===== src/pkg/urxb_pkg.sv =====
// Package: constants and carriers for the serial receiver with two-entry buffer
package urxb_pkg;

  // Oversampling: samples per bit and vote positions (first low sample is 1)
  localparam logic [3:0] NORM_LAST   = 4'hF;  // 16 states per bit, counted 0..15
  localparam logic [3:0] DBL_LAST    = 4'h7;  // 8 states per bit, counted 0..7
  localparam logic [3:0] NORM_VOTE_A = 4'h8;
  localparam logic [3:0] NORM_VOTE_C = 4'hA;
  localparam logic [3:0] DBL_VOTE_A  = 4'h4;
  localparam logic [3:0] DBL_VOTE_C  = 4'h6;

  // Character size codes
  localparam logic [2:0] CSZ_NINE    = 3'h7;
  localparam logic [3:0] DATA_BITS_5 = 4'h5;
  localparam logic [3:0] DATA_BITS_9 = 4'h9;

  // Buffer depth
  localparam logic [1:0] BUF_DEPTH   = 2'h2;

  // Reset values
  localparam logic [8:0] DATA_RST    = 9'h000;
  localparam logic [1:0] SYNC_RST    = 2'h3;

  // One received character with its status
  typedef struct packed {
    logic [8:0] data;      // Bit 8 is the ninth bit
    logic       frame_err;
    logic       overrun;
    logic       parity_err;
  } urxb_entry_s;

  // Frame configuration
  typedef struct packed {
    logic [2:0] char_size_sel;
    logic       parity_enable_bit;
    logic       parity_odd_sel;
    logic       double_speed_sel;
  } urxb_cfg_s;

  typedef enum logic [1:0] {
    RX_IDLE,
    RX_START,
    RX_BITS
  } urxb_state_e;

endpackage : urxb_pkg


===== src/hdl/urxb_receiver.sv =====
// Design: serial receiver with start validation, majority vote and two-entry buffer
//
// Function
// RQ1 - With nine-bit characters software reads ninth bit before low data bits.
// RQ2 - Ninth bit and error bits live in each buffer entry; reads advance.
// RQ3 - Receive-complete reads one when buffer holds an unread character.
// RQ4 - Clearing receiver enable flushes buffer, receive-complete goes zero.
// RQ5 - Interrupt request held while enable and receive-complete, gated globally.
// RQ6 - Interrupt routine must read data to clear receive-complete.
// RQ7 - Error flags read-only, never raise interrupts.
// RQ8 - Software reads status before data, since reading data advances buffer.
// RQ9 - Frame error reflects first stop bit only, whatever the stop count.
// RQ10 - Overrun when buffer full, shifter waiting, and new start detected.
// RQ11 - Overrun cleared when a frame moves into the buffer.
// RQ12 - Parity checked only when enabled; odd select chooses odd or even.
// RQ13 - Parity error only when checking enabled and check failed.
// RQ14 - Disabling receiver is immediate, abandons reception, releases pin.
// RQ15 - Software flushes by reading data until receive-complete clears.
// RQ16 - Sample at sixteen times baud, eight in double speed.
// RQ17 - Start validated on samples 8,9,10 or 4,5,6 after falling edge.
// RQ18 - Two or more high validation samples reject start as noise.
// RQ19 - Bit timing resynchronised to each accepted start bit.
// RQ20 - Sixteen or eight sample states per bit, numbered by state.
// RQ21 - Bit value is majority of three centre samples.
// RQ22 - Recovery runs through first stop bit; further stop bits ignored.
// RQ23 - Stop bit majority voted; zero sets frame error.
// RQ24 - Unused upper data bits read as zero for short characters.
// RQ25 - Setting receiver enable takes over serial input pin.
// RQ26 - Serial input passes two-stage synchroniser before use.
// RQ27 - Sampling advances on single-cycle external sample tick.
`timescale 1ns/100ps

module urxb_receiver (
  // Clock and reset
  input  wire logic                clock,
  input  wire logic                sys_rst,
  // Serial line and oversample tick
  input  wire logic                serial_input_pin,
  input  wire logic                sample_tick,
  // Configuration
  input  wire logic                rx_enable_bit,
  input  wire logic                rx_complete_irq_en,
  input  wire logic                global_irq_en,
  input  wire urxb_pkg::urxb_cfg_s cfg,
  // Data location read: one-cycle strobe advances the buffer
  input  wire logic                data_read,
  // Status and data of the next readable character
  output logic [7:0]               rx_data,
  output logic                     rx_ninth_bit,
  output logic                     frame_err_flag,
  output logic                     overrun_flag,
  output logic                     parity_err_flag,
  output logic                     rx_complete,
  output logic                     rx_irq,
  output logic                     pin_override
);

  // Synchroniser: first stage feeds only the second
  logic [1:0] sync_r;
  always_ff @(posedge clock or posedge sys_rst) begin
    if (sys_rst) begin
      sync_r <= urxb_pkg::SYNC_RST;
    end else begin
      sync_r <= {sync_r[0], serial_input_pin};  // [RQ26]
    end
  end
  logic line_s;
  assign line_s = sync_r[1];

  // Frame geometry from configuration
  logic [3:0] last_state;
  logic [3:0] vote_a;
  logic [3:0] vote_c;
  logic [3:0] data_bits;
  logic [3:0] frame_bits;
  assign last_state = cfg.double_speed_sel ? urxb_pkg::DBL_LAST : urxb_pkg::NORM_LAST;  // [RQ16]
  assign vote_a     = cfg.double_speed_sel ? urxb_pkg::DBL_VOTE_A : urxb_pkg::NORM_VOTE_A;
  assign vote_c     = cfg.double_speed_sel ? urxb_pkg::DBL_VOTE_C : urxb_pkg::NORM_VOTE_C;
  assign data_bits  = (cfg.char_size_sel == urxb_pkg::CSZ_NINE) ? urxb_pkg::DATA_BITS_9
                    : (cfg.char_size_sel[2] ? urxb_pkg::DATA_BITS_5
                    : urxb_pkg::DATA_BITS_5 + {2'h0, cfg.char_size_sel[1:0]});
  // Data, optional parity, then first stop bit only
  assign frame_bits = data_bits + {3'h0, cfg.parity_enable_bit} + 4'h1;  // [RQ22]

  // Receive state machine
  urxb_pkg::urxb_state_e state_r;
  logic [3:0] samp_r;      // Sample number within the current bit
  logic [3:0] bit_r;       // Bits received after the start bit
  logic [1:0] votes_r;     // High samples seen among the first two centre ones
  logic [9:0] shift_r;     // Data plus parity, first bit in bit 0
  logic       prev_r;
  logic       in_window;
  logic       bit_end;
  logic       bit_val;
  assign in_window = (samp_r >= vote_a) && (samp_r <= vote_c);  // [RQ17] [RQ21]
  // Majority over the two earlier votes plus the current sample
  assign bit_val   = (votes_r + {1'h0, line_s}) >= 2'h2;         // [RQ21] [RQ18]
  assign bit_end   = (samp_r == vote_c);

  // Shifter hand-off to buffer
  logic             shf_valid_r;
  urxb_pkg::urxb_entry_s shf_r;
  logic             buf_ready;
  logic             ovr_pend_r;   // Overrun noted against next stored frame

  always_ff @(posedge clock or posedge sys_rst) begin
    if (sys_rst) begin
      prev_r <= 1'b1;
    end else if (sample_tick) begin
      prev_r <= line_s;
    end
  end

  // Sampling advances only on the tick; disable abandons at once
  always_ff @(posedge clock or posedge sys_rst) begin
    if (sys_rst) begin
      state_r <= urxb_pkg::RX_IDLE;
      samp_r  <= 4'h0;
      bit_r   <= 4'h0;
      votes_r <= 2'h0;
      shift_r <= 10'h000;
    end else if (!rx_enable_bit) begin
      state_r <= urxb_pkg::RX_IDLE;  // [RQ14]
      samp_r  <= 4'h0;
      votes_r <= 2'h0;
    end else if (sample_tick) begin  // [RQ27]
      case (state_r)
        urxb_pkg::RX_IDLE: begin
          if (prev_r && !line_s) begin
            state_r <= urxb_pkg::RX_START;
            samp_r  <= 4'h2;  // This low sample is number 1
            votes_r <= 2'h0;
          end
        end
        urxb_pkg::RX_START: begin
          if (in_window) begin
            votes_r <= votes_r + {1'h0, line_s};
          end
          if (bit_end) begin
            if (bit_val) begin
              state_r <= urxb_pkg::RX_IDLE;  // [RQ18]
            end else begin
              state_r <= urxb_pkg::RX_BITS;  // [RQ19]
              bit_r   <= 4'h0;
            end
            votes_r <= 2'h0;
          end
          // Bit timing restarts from the accepted start bit
          samp_r <= (samp_r == last_state) ? 4'h0 : samp_r + 4'h1;  // [RQ20]
        end
        urxb_pkg::RX_BITS: begin
          samp_r <= (samp_r == last_state) ? 4'h0 : samp_r + 4'h1;  // [RQ20]
          if (in_window) begin
            votes_r <= votes_r + {1'h0, line_s};
          end
          if (bit_end) begin
            votes_r <= 2'h0;
            if (bit_r == frame_bits - 4'h1) begin
              // Stop bit decided; later stop bits fall into idle high
              state_r <= urxb_pkg::RX_IDLE;  // [RQ22]
            end else begin
              shift_r[bit_r] <= bit_val;
              bit_r          <= bit_r + 4'h1;
            end
          end
        end
        default: begin
          state_r <= urxb_pkg::RX_IDLE;
        end
      endcase
    end
  end

  // Completed frame assembly
  logic       stop_done;
  logic [8:0] data_mask;
  logic       par_calc;
  logic       par_bit;
  assign stop_done = rx_enable_bit && sample_tick && (state_r == urxb_pkg::RX_BITS)
                   && bit_end && (bit_r == frame_bits - 4'h1);
  assign data_mask = ~(9'h1FF << data_bits);                 // [RQ24]
  assign par_bit   = shift_r[data_bits];
  assign par_calc  = ^(shift_r[8:0] & data_mask);

  // Shift register holding stage; overrun tracked here
  always_ff @(posedge clock or posedge sys_rst) begin
    if (sys_rst) begin
      shf_valid_r <= 1'b0;
      shf_r       <= '0;
      ovr_pend_r  <= 1'b0;
    end else if (!rx_enable_bit) begin
      shf_valid_r <= 1'b0;  // [RQ4]
      ovr_pend_r  <= 1'b0;
    end else begin
      if (shf_valid_r && buf_ready) begin
        shf_valid_r <= 1'b0;
        ovr_pend_r  <= 1'b0;  // [RQ11]
      end
      // Full buffer, waiting frame and new accepted start: waiting frame is lost
      if (shf_valid_r && !buf_ready && state_r == urxb_pkg::RX_START && sample_tick
          && bit_end && !bit_val) begin
        ovr_pend_r <= 1'b1;  // [RQ10]
      end
      if (stop_done) begin
        shf_valid_r      <= 1'b1;
        shf_r.data       <= shift_r[8:0] & data_mask;  // [RQ24]
        shf_r.frame_err  <= ~bit_val;                   // [RQ23] [RQ9]
        shf_r.parity_err <= cfg.parity_enable_bit
                          & (par_calc ^ par_bit ^ cfg.parity_odd_sel);  // [RQ12] [RQ13]
        shf_r.overrun    <= ovr_pend_r | (shf_valid_r & !buf_ready);
      end
    end
  end

  // Two-entry buffer; depth bounds back-pressure to the holding stage
  urxb_pkg::urxb_entry_s mem_r [2];
  logic       wr_ptr_r;
  logic       rd_ptr_r;
  logic [1:0] count_r;
  logic       do_wr;
  logic       do_rd;
  assign buf_ready = (count_r != urxb_pkg::BUF_DEPTH);
  assign do_wr     = rx_enable_bit && shf_valid_r && buf_ready;
  assign do_rd     = rx_enable_bit && data_read && (count_r != 2'h0);

  always_ff @(posedge clock or posedge sys_rst) begin
    if (sys_rst) begin
      wr_ptr_r <= 1'b0;
      rd_ptr_r <= 1'b0;
      count_r  <= 2'h0;
    end else if (!rx_enable_bit) begin
      wr_ptr_r <= 1'b0;  // [RQ4]
      rd_ptr_r <= 1'b0;
      count_r  <= 2'h0;
    end else begin
      if (do_wr) begin
        wr_ptr_r <= ~wr_ptr_r;
      end
      if (do_rd) begin
        rd_ptr_r <= ~rd_ptr_r;  // [RQ2]
      end
      count_r <= count_r + {1'h0, do_wr} - {1'h0, do_rd};
    end
  end

  always_ff @(posedge clock) begin
    if (do_wr) begin
      mem_r[wr_ptr_r] <= shf_r;  // [RQ2]
    end
  end

  // Registered views of the next readable entry
  logic       cnt_nxt_nz;
  logic       rd_nxt;
  urxb_pkg::urxb_entry_s head;
  assign cnt_nxt_nz = (count_r + {1'h0, do_wr} - {1'h0, do_rd}) != 2'h0;
  assign rd_nxt     = do_rd ? ~rd_ptr_r : rd_ptr_r;
  // Entry just written may be the head when the buffer was empty
  assign head       = (do_wr && (count_r - {1'h0, do_rd}) == 2'h0) ? shf_r : mem_r[rd_nxt];

  always_ff @(posedge clock or posedge sys_rst) begin
    if (sys_rst) begin
      rx_data         <= urxb_pkg::DATA_RST[7:0];
      rx_ninth_bit    <= 1'b0;
      frame_err_flag  <= 1'b0;
      overrun_flag    <= 1'b0;
      parity_err_flag <= 1'b0;
      rx_complete     <= 1'b0;
      rx_irq          <= 1'b0;
      pin_override    <= 1'b0;
    end else begin
      rx_complete  <= rx_enable_bit && cnt_nxt_nz;  // [RQ3] [RQ4]
      rx_irq       <= rx_enable_bit && cnt_nxt_nz && rx_complete_irq_en
                   && global_irq_en;                 // [RQ5]
      pin_override <= rx_enable_bit;                 // [RQ25] [RQ14]
      if (rx_enable_bit && cnt_nxt_nz) begin
        rx_data         <= head.data[7:0];
        rx_ninth_bit    <= head.data[8];
        frame_err_flag  <= head.frame_err;           // [RQ9]
        overrun_flag    <= head.overrun;
        parity_err_flag <= head.parity_err;          // [RQ13]
      end else begin
        // Error flags only ever come from the buffer; no interrupt path
        frame_err_flag  <= 1'b0;                     // [RQ7]
        overrun_flag    <= 1'b0;
        parity_err_flag <= 1'b0;
      end
    end
  end

endmodule : urxb_receiver


===== config.mk =====
export PLATFORM = sky130hd
export DESIGN_NAME = urxb_receiver
export DESIGN_NICKNAME = d
export VERILOG_FILES = /design/src/pkg/urxb_pkg.sv /design/src/hdl/urxb_receiver.sv
export SDC_FILE = /design/constraint.sdc
export NUM_CORES = 1
export LEC_CHECK = 0
export BUFFER_PORTS_ARGS = -buffer_cell sky130_fd_sc_hd__buf_2
export CELL_PAD_IN_SITES_DETAIL_PLACEMENT = 1
export CELL_PAD_IN_SITES_GLOBAL_PLACEMENT = 2
export CORE_MARGIN = 10
export CORE_UTILIZATION = 45
export CTS_BUF_LIST = sky130_fd_sc_hd__clkbuf_8
export DETAILED_ROUTE_END_ITERATION = 8
export GPL_ROUTABILITY_DRIVEN = 0
export MAX_ROUTING_LAYER = met4
export PLACE_DENSITY_LB_ADDON = 0.1
export SYNTH_ARGS = -nofsm -noshare
export SYNTH_HDL_FRONTEND = slang
export SYNTH_SLANG_ARGS = --single-unit

===== constraint.sdc =====
create_clock -name clock -period 6 [get_ports clock]
set_input_delay 0.6 -clock clock [delete_from_list [all_inputs] [get_ports clock]]
set_output_delay 0.6 -clock clock [all_outputs]
set_load 0.03 [all_outputs]

# Word-level counts from Yosys, hierarchy flattened

Memory sizes are Yosys's and may differ from the RTL's.
Index checks and enable logic that the tools add are counted.
Widths: inputs -> output; s select.

Reduce and logical (&&, ||, !) cells: 37
Shift operators: 1
Div/mod/pow operators: 0
Equal/unequal tests: 21
Multipliers: 0
Bitwise gates (word level): 11
Add/sub/neg operators: 10
Magnitude comparators: 6
Muxes and demuxes: 50

Operator list:

| kind                | number |
|---|---|
| $mux 4              | 13 |
| $mux 2              | 13 |
| $logic_and 1x1->1   | 21 |
| $mux 1              | 16 |
| $pmux 4 s2          | 2 |
| $add 4x1->4 const B | 3 |
| $eq 4x4->1          | 3 |
| $mux 12             | 1 |
| $ne 2x2->1 const B  | 6 |
| $ne 3x3->1 const B  | 4 |
| $bwmux 10           | 1 |
| $lt 4x5->1 const B  | 2 |
| $reduce_and 5->1    | 2 |
| $and 9x9->9         | 1 |
| $not 9->9           | 1 |
| $reduce_xor 9->1    | 1 |
| $shl 9x4->9 const A | 1 |
| $reduce_and 7->1    | 1 |
| $ne 3x1->1 const B  | 2 |
| $pmux 2 s3          | 1 |
| $reduce_bool 2->1   | 3 |
| $add 2x1->2         | 2 |
| $add 3x2->4 const A | 1 |
| $add 4x1->4         | 1 |
| 25 further kinds    | 34 |

Logic and storage cells: 161
Bits in registers: 58
Latch bits: 0
Bits in read-only memories: 0
Input port bits: 14
Output and inout port bits: 15
Memories: 1
RAM bits: 24

Memory list:

| memory | depth | bits a word | rd ports | clocked after memory_dff | wr ports | RTL line             | text |
|---|---|---|---|---|---|---|---|
| mem_r  | 2     | 12          | 1        | 0                        | 1        | urxb_receiver.sv:216 | `urxb_pkg::urxb_entry_s mem_r [2];` |

# Depth between registers and ports, before layout

Gate-level depths: netlist of the first run.

Depth after elaboration: 12
Depth in mapped cells: 12
Gate-level depth less buffers: 11

# Least setup slack after synthesis of the first run

OpenSTA, ideal clock, no wires.

Path kind: input port to flip-flop
Start point: input port rx_enable_bit
End point: register rx_data[0]
Stages: 12
Buffers on the path: 3
Setup time: 0.083 ns
Required time: 5.917 ns
Data arrival time: 2.552 ns
Path slack: 3.365 ns
Cell sequence: clkbuf_1 clkbuf_1 nand3_1 ha_1 inv_1 ha_1 xnor2_1 and2_1 nor2_1 clkbuf_1 nand2_1 o21ai_0

Word-level cells in the longest chain between the ends: 6
Elaborated cells on any way between the ends: 14
Those cells by class: 3 x add/sub; 2 x mux; 8 x reduce/logical; 1 x memory

RTL lines:

| item                                                     | RTL line                                   | text |
|---|---|---|
| from (decl)                                              | urxb_receiver.sv:41                        | `input wire logic rx_enable_bit,` |
| $logic_and 1x1->1, on equally long branches (2 in a row) | urxb_receiver.sv:223, urxb_receiver.sv:224 |  |
| $add 2x1->2 or $sub 2x1->2 (tied branches)               | urxb_receiver.sv:256, urxb_receiver.sv:259 |  |
| $sub 2x1->2 or $logic_not 2->1 (tied branches)           | urxb_receiver.sv:256, urxb_receiver.sv:259 |  |
| $reduce_bool 2->1 or $logic_and 1x1->1 (tied branches)   | urxb_receiver.sv:256, urxb_receiver.sv:259 |  |
| $logic_and 1x1->1 or $mux 12 (tied branches)             | urxb_receiver.sv:276, urxb_receiver.sv:259 |  |
| to (signal assigned)                                     | urxb_receiver.sv:263                       | `rx_data <= urxb_pkg::DATA_RST[7:0];` |
| to (signal assigned)                                     | urxb_receiver.sv:277                       | `rx_data <= head.data[7:0];` |
| to (decl)                                                | urxb_receiver.sv:48                        | `output logic [7:0] rx_data,` |

Parallel ways exist; a longest one is shown, timed or not.
A chain may end at the register's enable or synchronous reset.

# Worst setup path in the final report of the first run

Start point: register count_r[1]
End point: register rx_irq

Word-level cells in the longest chain between the ends: 8
Elaborated cells on any way between the ends: 10
Those cells by class: 2 x add/sub; 1 x eq/ne; 7 x reduce/logical

RTL lines:

| item                               | RTL line             | text |
|---|---|---|
| from (decl)                        | urxb_receiver.sv:219 | `logic [1:0] count_r;` |
| from (signal assigned)             | urxb_receiver.sv:242 | `count_r <= count_r + {1'h0, do_wr} - {1'h0, do_rd};` |
| $ne 2x2->1                         | urxb_receiver.sv:222 | `assign buf_ready = (count_r != urxb_pkg::BUF_DEPTH);` |
| $logic_and 1x1->1                  | urxb_receiver.sv:223 | `assign do_wr = rx_enable_bit && shf_valid_r && buf_ready;` |
| $add 2x1->2                        | urxb_receiver.sv:256 | `assign cnt_nxt_nz = (count_r + {1'h0, do_wr} - {1'h0, do_rd}) != 2'h0;` |
| $sub 2x1->2 (*)                    | urxb_receiver.sv:256 |  |
| $reduce_bool 2->1 (*)              | urxb_receiver.sv:256 |  |
| $logic_and 1x1->1 (*) (2 in a row) | urxb_receiver.sv:273 | `rx_irq <= rx_enable_bit && cnt_nxt_nz && rx_complete_irq_en` |
| $logic_and 1x1->1 (*)              | urxb_receiver.sv:274 | `&& global_irq_en;` |
| to (signal assigned)               | urxb_receiver.sv:273 |  |
| to (decl)                          | urxb_receiver.sv:54  | `output logic rx_irq,` |

Mark *: on every way between the ends. The rest lies on a longest branch, timed or not.

==> results of run 1 <==
[worst max-delay path by stage]
stage / start / endpoint / slack [ns] / depth (start not counted)
2_1_floorplan: rx_enable_bit / rx_data[0] / 3.37 / 12
3_3_place_gp: rx_enable_bit / rx_irq / 2.83 / 10
3_5_place_dp: rx_enable_bit / rx_irq / 2.71 / 10
4_1_cts: count_r[1] / rx_irq / 3.00 / 10
5_1_grt: count_r[0] / rx_irq / 2.67 / 11
6_report: count_r[1] / rx_irq / 3.07 / 10
[cells by family (layout without fill, tap and decap cells)]
| family | Yosys count | in the layout | synth area share, % |
|---|---|---|---|
| flip-flops | 82 | 82 | 54.2 |
| XOR/XNOR | 20 | 20 | 4.71 |
| multiplexers | 24 | 24 | 6.64 |
| buffers and inverters | 35 | 66 | 4.12 |
| AO/OA/AOI/OAI | 83 | 83 | 12.1 |
| adder cells (fa/ha/maj) | 18 | 18 | 5.61 |
| AND/OR/NAND/NOR | 105 | 105 | 12.6 |
[flip-flops by register name, summed over array words and instances (netlist names), 2 cells and up]
name / count
bit_r: 4
count_r: 2
mem_r: 24
rx_data: 8
samp_r: 4
shf_r: 12
shift_r: 10
state_r: 2
sync_r: 2
votes_r: 2
[through the flow]
stage	instance area (µm²)	total power [mW]	instances
2_1_floorplan	4010	0.852	367
3_3_place_gp	4220	0.910	490
3_5_place_dp	4220	0.920	490
4_1_cts	4440	1.36	506
5_1_grt	4440	1.43	506
6_report	4440	1.34	506
[area by class of cell]
cell class,instances,area share (%)
Timing Repair Buffer,31,3.67
Clock inverter,7,2.11
Sequential cell,82,49.0
Inverter,19,1.61
Multi-Input combinational cell,250,37.8
Clock buffer,9,2.79
Tap cell,108,3.04
[worst max-delay path: cells and delay by family (launching register included)]
kind	cells	cell delay [ns]
and+or+nand+nor	5	1.58
adders and majority gates	2	0.50
DFF	1	0.47
buffers and inverters	2	0.17
xor gates and xnor gates	1	0.12
[layer usage]
metal	vias to the layer above	share of wire [%]	GRT usage, %
met1	1352	49	18.6
li1	1340	-	-
met4	0	1.4	5.01
met5	-	0	-
met2	41	46	21.1
met3	11	3.5	2.94
[layout by cell type (no fill, tap or decap), types with 3 or more instances in the layout]
cell and instances:
ha_1 18, a31oi_1 10, xnor2_1 15, inv_1 19, o21ai_0 22, nor2_1 31
nand3_1 9, nor2b_1 5, nand2_1 33, and3_1 3, mux2i_1 18, nand2b_1 4
dfstp_2 3, xor2_1 4, buf_4 3, mux2_4 5, nand3b_1 3, dfrtp_1 55
o21ai_1 6, a41oi_1 4, clkbuf_8 9, nor3_1 4, a21oi_1 29, edfxtp_1 24
buf_2 28
[power by group through the flow]
stage	Sequential [mW]	Combinational [mW]	Clock, mW
final	0.642	0.261	0.441
after detailed placement	0.655	0.264	0
after global routing	0.649	0.303	0.482
after global placement	0.654	0.256	0
after floorplan	0.637	0.214	0
after CTS	0.644	0.267	0.453
==> results.txt, run 1 <==
Synth cell types = 48
Yosys warns = 0
Reg-to-Reg End = rx_irq
Critical Path Max Stage Delay = 0.87 ns
Ant. Diodes = 0
GRT Util Overall = 14.1%
Sequential area share after synthesis = 54.2%
Final hold vios = 0
First-pass detailed-route iteration total = 4
Fin crit period = 2.93 ns
Setup crit end kind = register
DP Worst Slack = 2.71 ns
Vias in the first global route = 2931
TritonCTS buffer count = 9
Synth top cells by count = dfrtp_1, nand2_1, nor2_1
Area of the core = 0.00868 mm²
Number of port buffers = 28
Sequential Power Share = 47.8%
Total negative slack = 0 ns
DRC Markers = 0
Worst Hold Depth = 1
Reg-to-Reg Start = count_r[1]
Tcrit/Tclk final = 48.9%
WL final = 8390 µm
Worst EP arrival = 3.18 ns
Synthesized area per cell = 10.9 µm²
Root Buffer = clkbuf_8
Main flop type after synthesis = dfrtp_1
Ys async rst share = 70.7%
Endpoints failing setup = 0
Largest cells by area after synthesis = dfrtp_1, edfxtp_1, ha_1
Die Y = 114 µm
Worst clock skew = 0.00856 ns
Initial Utilization = 46.2%
Combinational group share of total power = 19.4%
Post-synth EDFFs = 24
First-pass GRT wire length = 14800 µm
Worst slew pin tran = 1.16 ns
Count leader, synth = dfrtp_1
# IOs = 29
Initial DRC Count = 122
Die Width = 114 µm
NumNets Final = 425
DR WL/cell = 16.6 µm
CTS H-Tree Depth = 3
Area of the multi-input gates = 0.00168 mm²
# Post-CTS Setup Buffers = 0
Clock slew at reported path FFs = 0.09 ns
HPWL after DPL = 6070 µm
Worst setup path class = register to register
R2R depth = 10
Post-route ant nets = 0
Req. time, crit path = 6.25 ns
Max-cap violations = 0
Final WS setup = 3.07 ns
Area growth, synth to finish = 10.6%
Cells after synthesis = 367
Via density = 5.42
Outcome = complete, no violations
Nature of the critical path startpoint = register
Clk sink count = 82
RSZ-0062 raised after global routing = no
Sw Share = 30.2%
Hold endpoint = sync_r[0]
Power per cell area = 303 mW/mm²
Final Util = 51.1%
CP max FO = 22
Synthesized Nets = 399
Leak = 2.09 nW
Post-CTS Resized = 0
Worst min-delay path class = input port to register
Clk pwr share = 32.8%
Crit-path cells = nand2_1 -> nand3_1 -> ha_1 -> inv_1 -> ha_1 -> xnor2_1 -> and2_1 -> nor2_1 -> inv_1 -> and3_1
FMAX = 341 MHz
Number of synthesized register bits = 82
Clock latency on the worst-skew pair = 0.35 ns
Crit-path slowest cell = nor2_1
Cell Area, Synth = 0.00401 mm²
Max_slew headroom = 22.1%
Max VDD drop = 0.000135 V
Longest Clk Path Bufs = 2
FILL cells = 960
CTS tree = done
Initial antenna violation count = 0
Die area = 0.0131 mm²
Min Hold Slack = 0.340 ns
Slew Limit Fails = 0
# rows = 34
Sw power = 406 µW
Internal Power = 939 µW
Largest net degree at the start of global routing = 59
Storage element area = 0.00218 mm²
Routed vias = 2744
Layout cells sized above 1 = 14.8%
Top-area cell type share of the netlist area = 34.3%
Synth area leader = dfrtp_1
# hold bufs at CTS = 0
GR Overflow Total = 0
Worst Min Path Start = serial_input_pin
Flop2flop setup slack = 3.07 ns
Note: power is estimated with default switching activity, not from simulation.
==> inputs of run 2 (changes only) <==
--- a/config.mk
+++ b/config.mk
@@ -9,7 +9,7 @@
 export CELL_PAD_IN_SITES_DETAIL_PLACEMENT = 1
 export CELL_PAD_IN_SITES_GLOBAL_PLACEMENT = 2
 export CORE_MARGIN = 10
-export CORE_UTILIZATION = 45
+export CORE_UTILIZATION = 42
 export CTS_BUF_LIST = sky130_fd_sc_hd__clkbuf_8
 export DETAILED_ROUTE_END_ITERATION = 8
 export GPL_ROUTABILITY_DRIVEN = 0
==> constraint.sdc (replaced) <==
create_clock -name clock -period 2.85 [get_ports clock]
set_input_delay 0.285 -clock clock [delete_from_list [all_inputs] [get_ports clock]]
set_output_delay 0.285 -clock clock [all_outputs]
set_load 0.03 [all_outputs]
==> run 2 against run 1 <==
Effect of this change:
- routed wire length up 1.4%
- critical path depth is 4 lower
- sequential cell count unchanged
- via count up 0.73%
- final area is 1.6% higher
- hold slack lost 0.31 ns
==> results.txt, run 2 (synthesis gave the netlist of run 1 again) <==
Initial Utilization = 43.2%
Vias in the first global route = 2899
Outcome = complete, no violations
Via density = 5.17
Top Registers = mem_r (24), shf_r (12), shift_r (10)
Combinational group share of total power = 20.3%
Initial antenna violation count = 0
HPWL after DPL = 6290 µm
CP max FO = 7
Die Width = 118 µm
Longest Clk Path Bufs = 2
Worst clock skew = 0.0115 ns
TritonCTS buffer count = 9
Die area = 0.0139 mm²
Leak = 2.11 nW
# Post-CTS Setup Buffers = 0
First-pass GRT wire length = 15000 µm
DRC Markers = 0
Worst min-delay path class = input port to register
Power per cell area = 615 mW/mm²
Cell Count, Final, Fillers Out = 535
Area of the core = 0.00928 mm²
Post-CTS Resized = 0
Routed vias = 2764
Design area = 0.00451 mm²
Critical Path Max Stage Delay = 0.48 ns
Sw power = 866 µW
Sequential Power Share = 49.0%
Setup crit end kind = register
Die Y = 118 µm
DR WL/cell = 15.9 µm
Req. time, crit path = 3.08 ns
Tcrit/Tclk final = 84.0%
Most frequent cells in the layout = dfrtp_1, nand2_1, nor2_1
Worst slew pin tran = 0.720 ns
Layout cells sized above 1 = 16.7%
# rows = 35
Largest register FFs = 24
GR Overflow Total = 0
Delay-heaviest family, CP = simple AND/OR/NAND/NOR gates
Clock latency on the worst-skew pair = 0.35 ns
Post-route ant nets = 0
Total negative slack = 0 ns
Worst setup path class = register to register
Slew Limit Fails = 0
Cell Area, Placed = 0.00431 mm²
Clk sink count = 82
Crit-path cells = ha_1 -> and4b_1 -> nand4_1 -> nor2b_1 -> nand4b_1 -> mux2_2
CTS tree = done
NumNets Final = 433
Bufs and invs on worst path = 0
Largest net degree at the start of global routing = 35
First-pass detailed-route iteration total = 5
FMAX = 417 MHz
WL final = 8500 µm
Nature of the critical path startpoint = register
Fin crit period = 2.40 ns
GRT Util Overall = 13.2%
Commonest non-fill, non-tap cell in the layout = dfrtp_1
Placed insts = 519
Clock slew at reported path FFs = 0.09 ns
Area of the multi-input gates = 0.00168 mm²
Clk pwr share = 30.7%
Internal Power = 1.91 mW
Final hold vios = 0
Crit-path slowest cell = nor2b_1
Number of port buffers = 28
RSZ-0062 raised after global routing = no
Ant. Diodes = 0
# IOs = 29
Max VDD drop = 0.000404 V
Initial DRC Count = 86
Root Buffer = clkbuf_8
Endpoints failing setup = 0
Max-cap violations = 0
Sw Share = 31.3%
Biggest register = mem_r
# hold bufs at CTS = 0
Area growth, synth to finish = 12.4%
Storage element area = 0.00218 mm²
CTS H-Tree Depth = 3
Max_slew headroom = 51.9%
Worst EP arrival = 2.62 ns
FILL cells = 1022
[run 2: cell count changes in the layout (fill, tap and decap cells not counted), sizes merged]
cell	previous run	this run
buf	31	39
clkinv	2	4
bufinv	2	1
inv	21	20
[run 2: power groups by stage]
stage | combinational, mW | sequential, mW | clock (mW)
after global placement | 0.545 | 1.38 | 0
after floorplan | 0.451 | 1.34 | 0
after CTS | 0.570 | 1.36 | 0.881
after detailed placement | 0.565 | 1.38 | 0
final | 0.563 | 1.36 | 0.851
after global routing | 0.634 | 1.37 | 0.943
[run 2: path summary, 6_finish.rpt]
kind | cells past startpoint | slack, ns | start | end
max reg2reg | 6 | 0.45 | samp_r[2] | shift_r[5]
max in group asynchronous | 3 | 2.07 | sys_rst | prev_r
min reg2reg | 0 | 0.36 | sync_r[0] | sync_r[1]
min in group asynchronous | 2 | 0.05 | sys_rst | rx_data[1]
max | 6 | 0.45 | samp_r[2] | shift_r[5]
min | 1 | 0.03 | serial_input_pin | sync_r[0]
[run 2: final cells by class]
cell class,instances,share of cell area (%)
Timing Repair Buffer,39,4.94
Clock buffer,9,2.75
Sequential cell,82,48.3
Tap cell,129,3.58
Inverter,19,1.58
Multi-Input combinational cell,250,37.2
Clock inverter,7,1.72
[run 2: layer usage]
metal  GRT usage [%]  wire length, µm  up-vias
li1                -                -     1364
met4            4.71              138        0
met2            19.8             3880       38
met3            2.73              235       13
met1            17.2             4250     1349
met5               -                0        -
[run 2: metrics by stage]
| step | utilization (%) | hold WS, ns | total power [mW] | setup WS (ns) |
|---|---|---|---|---|
| after floorplan | - | 0.289 | 1.79 | 0.530 |
| after global placement | 46.4 | 0.346 | 1.92 | 0.434 |
| after detailed placement | 46.4 | 0.348 | 1.95 | 0.380 |
| after CTS | 48.6 | 0.00886 | 2.81 | 0.445 |
| after global routing | 48.6 | 0.00789 | 2.95 | 0.262 |
| final | 48.6 | 0.0257 | 2.77 | 0.455 |
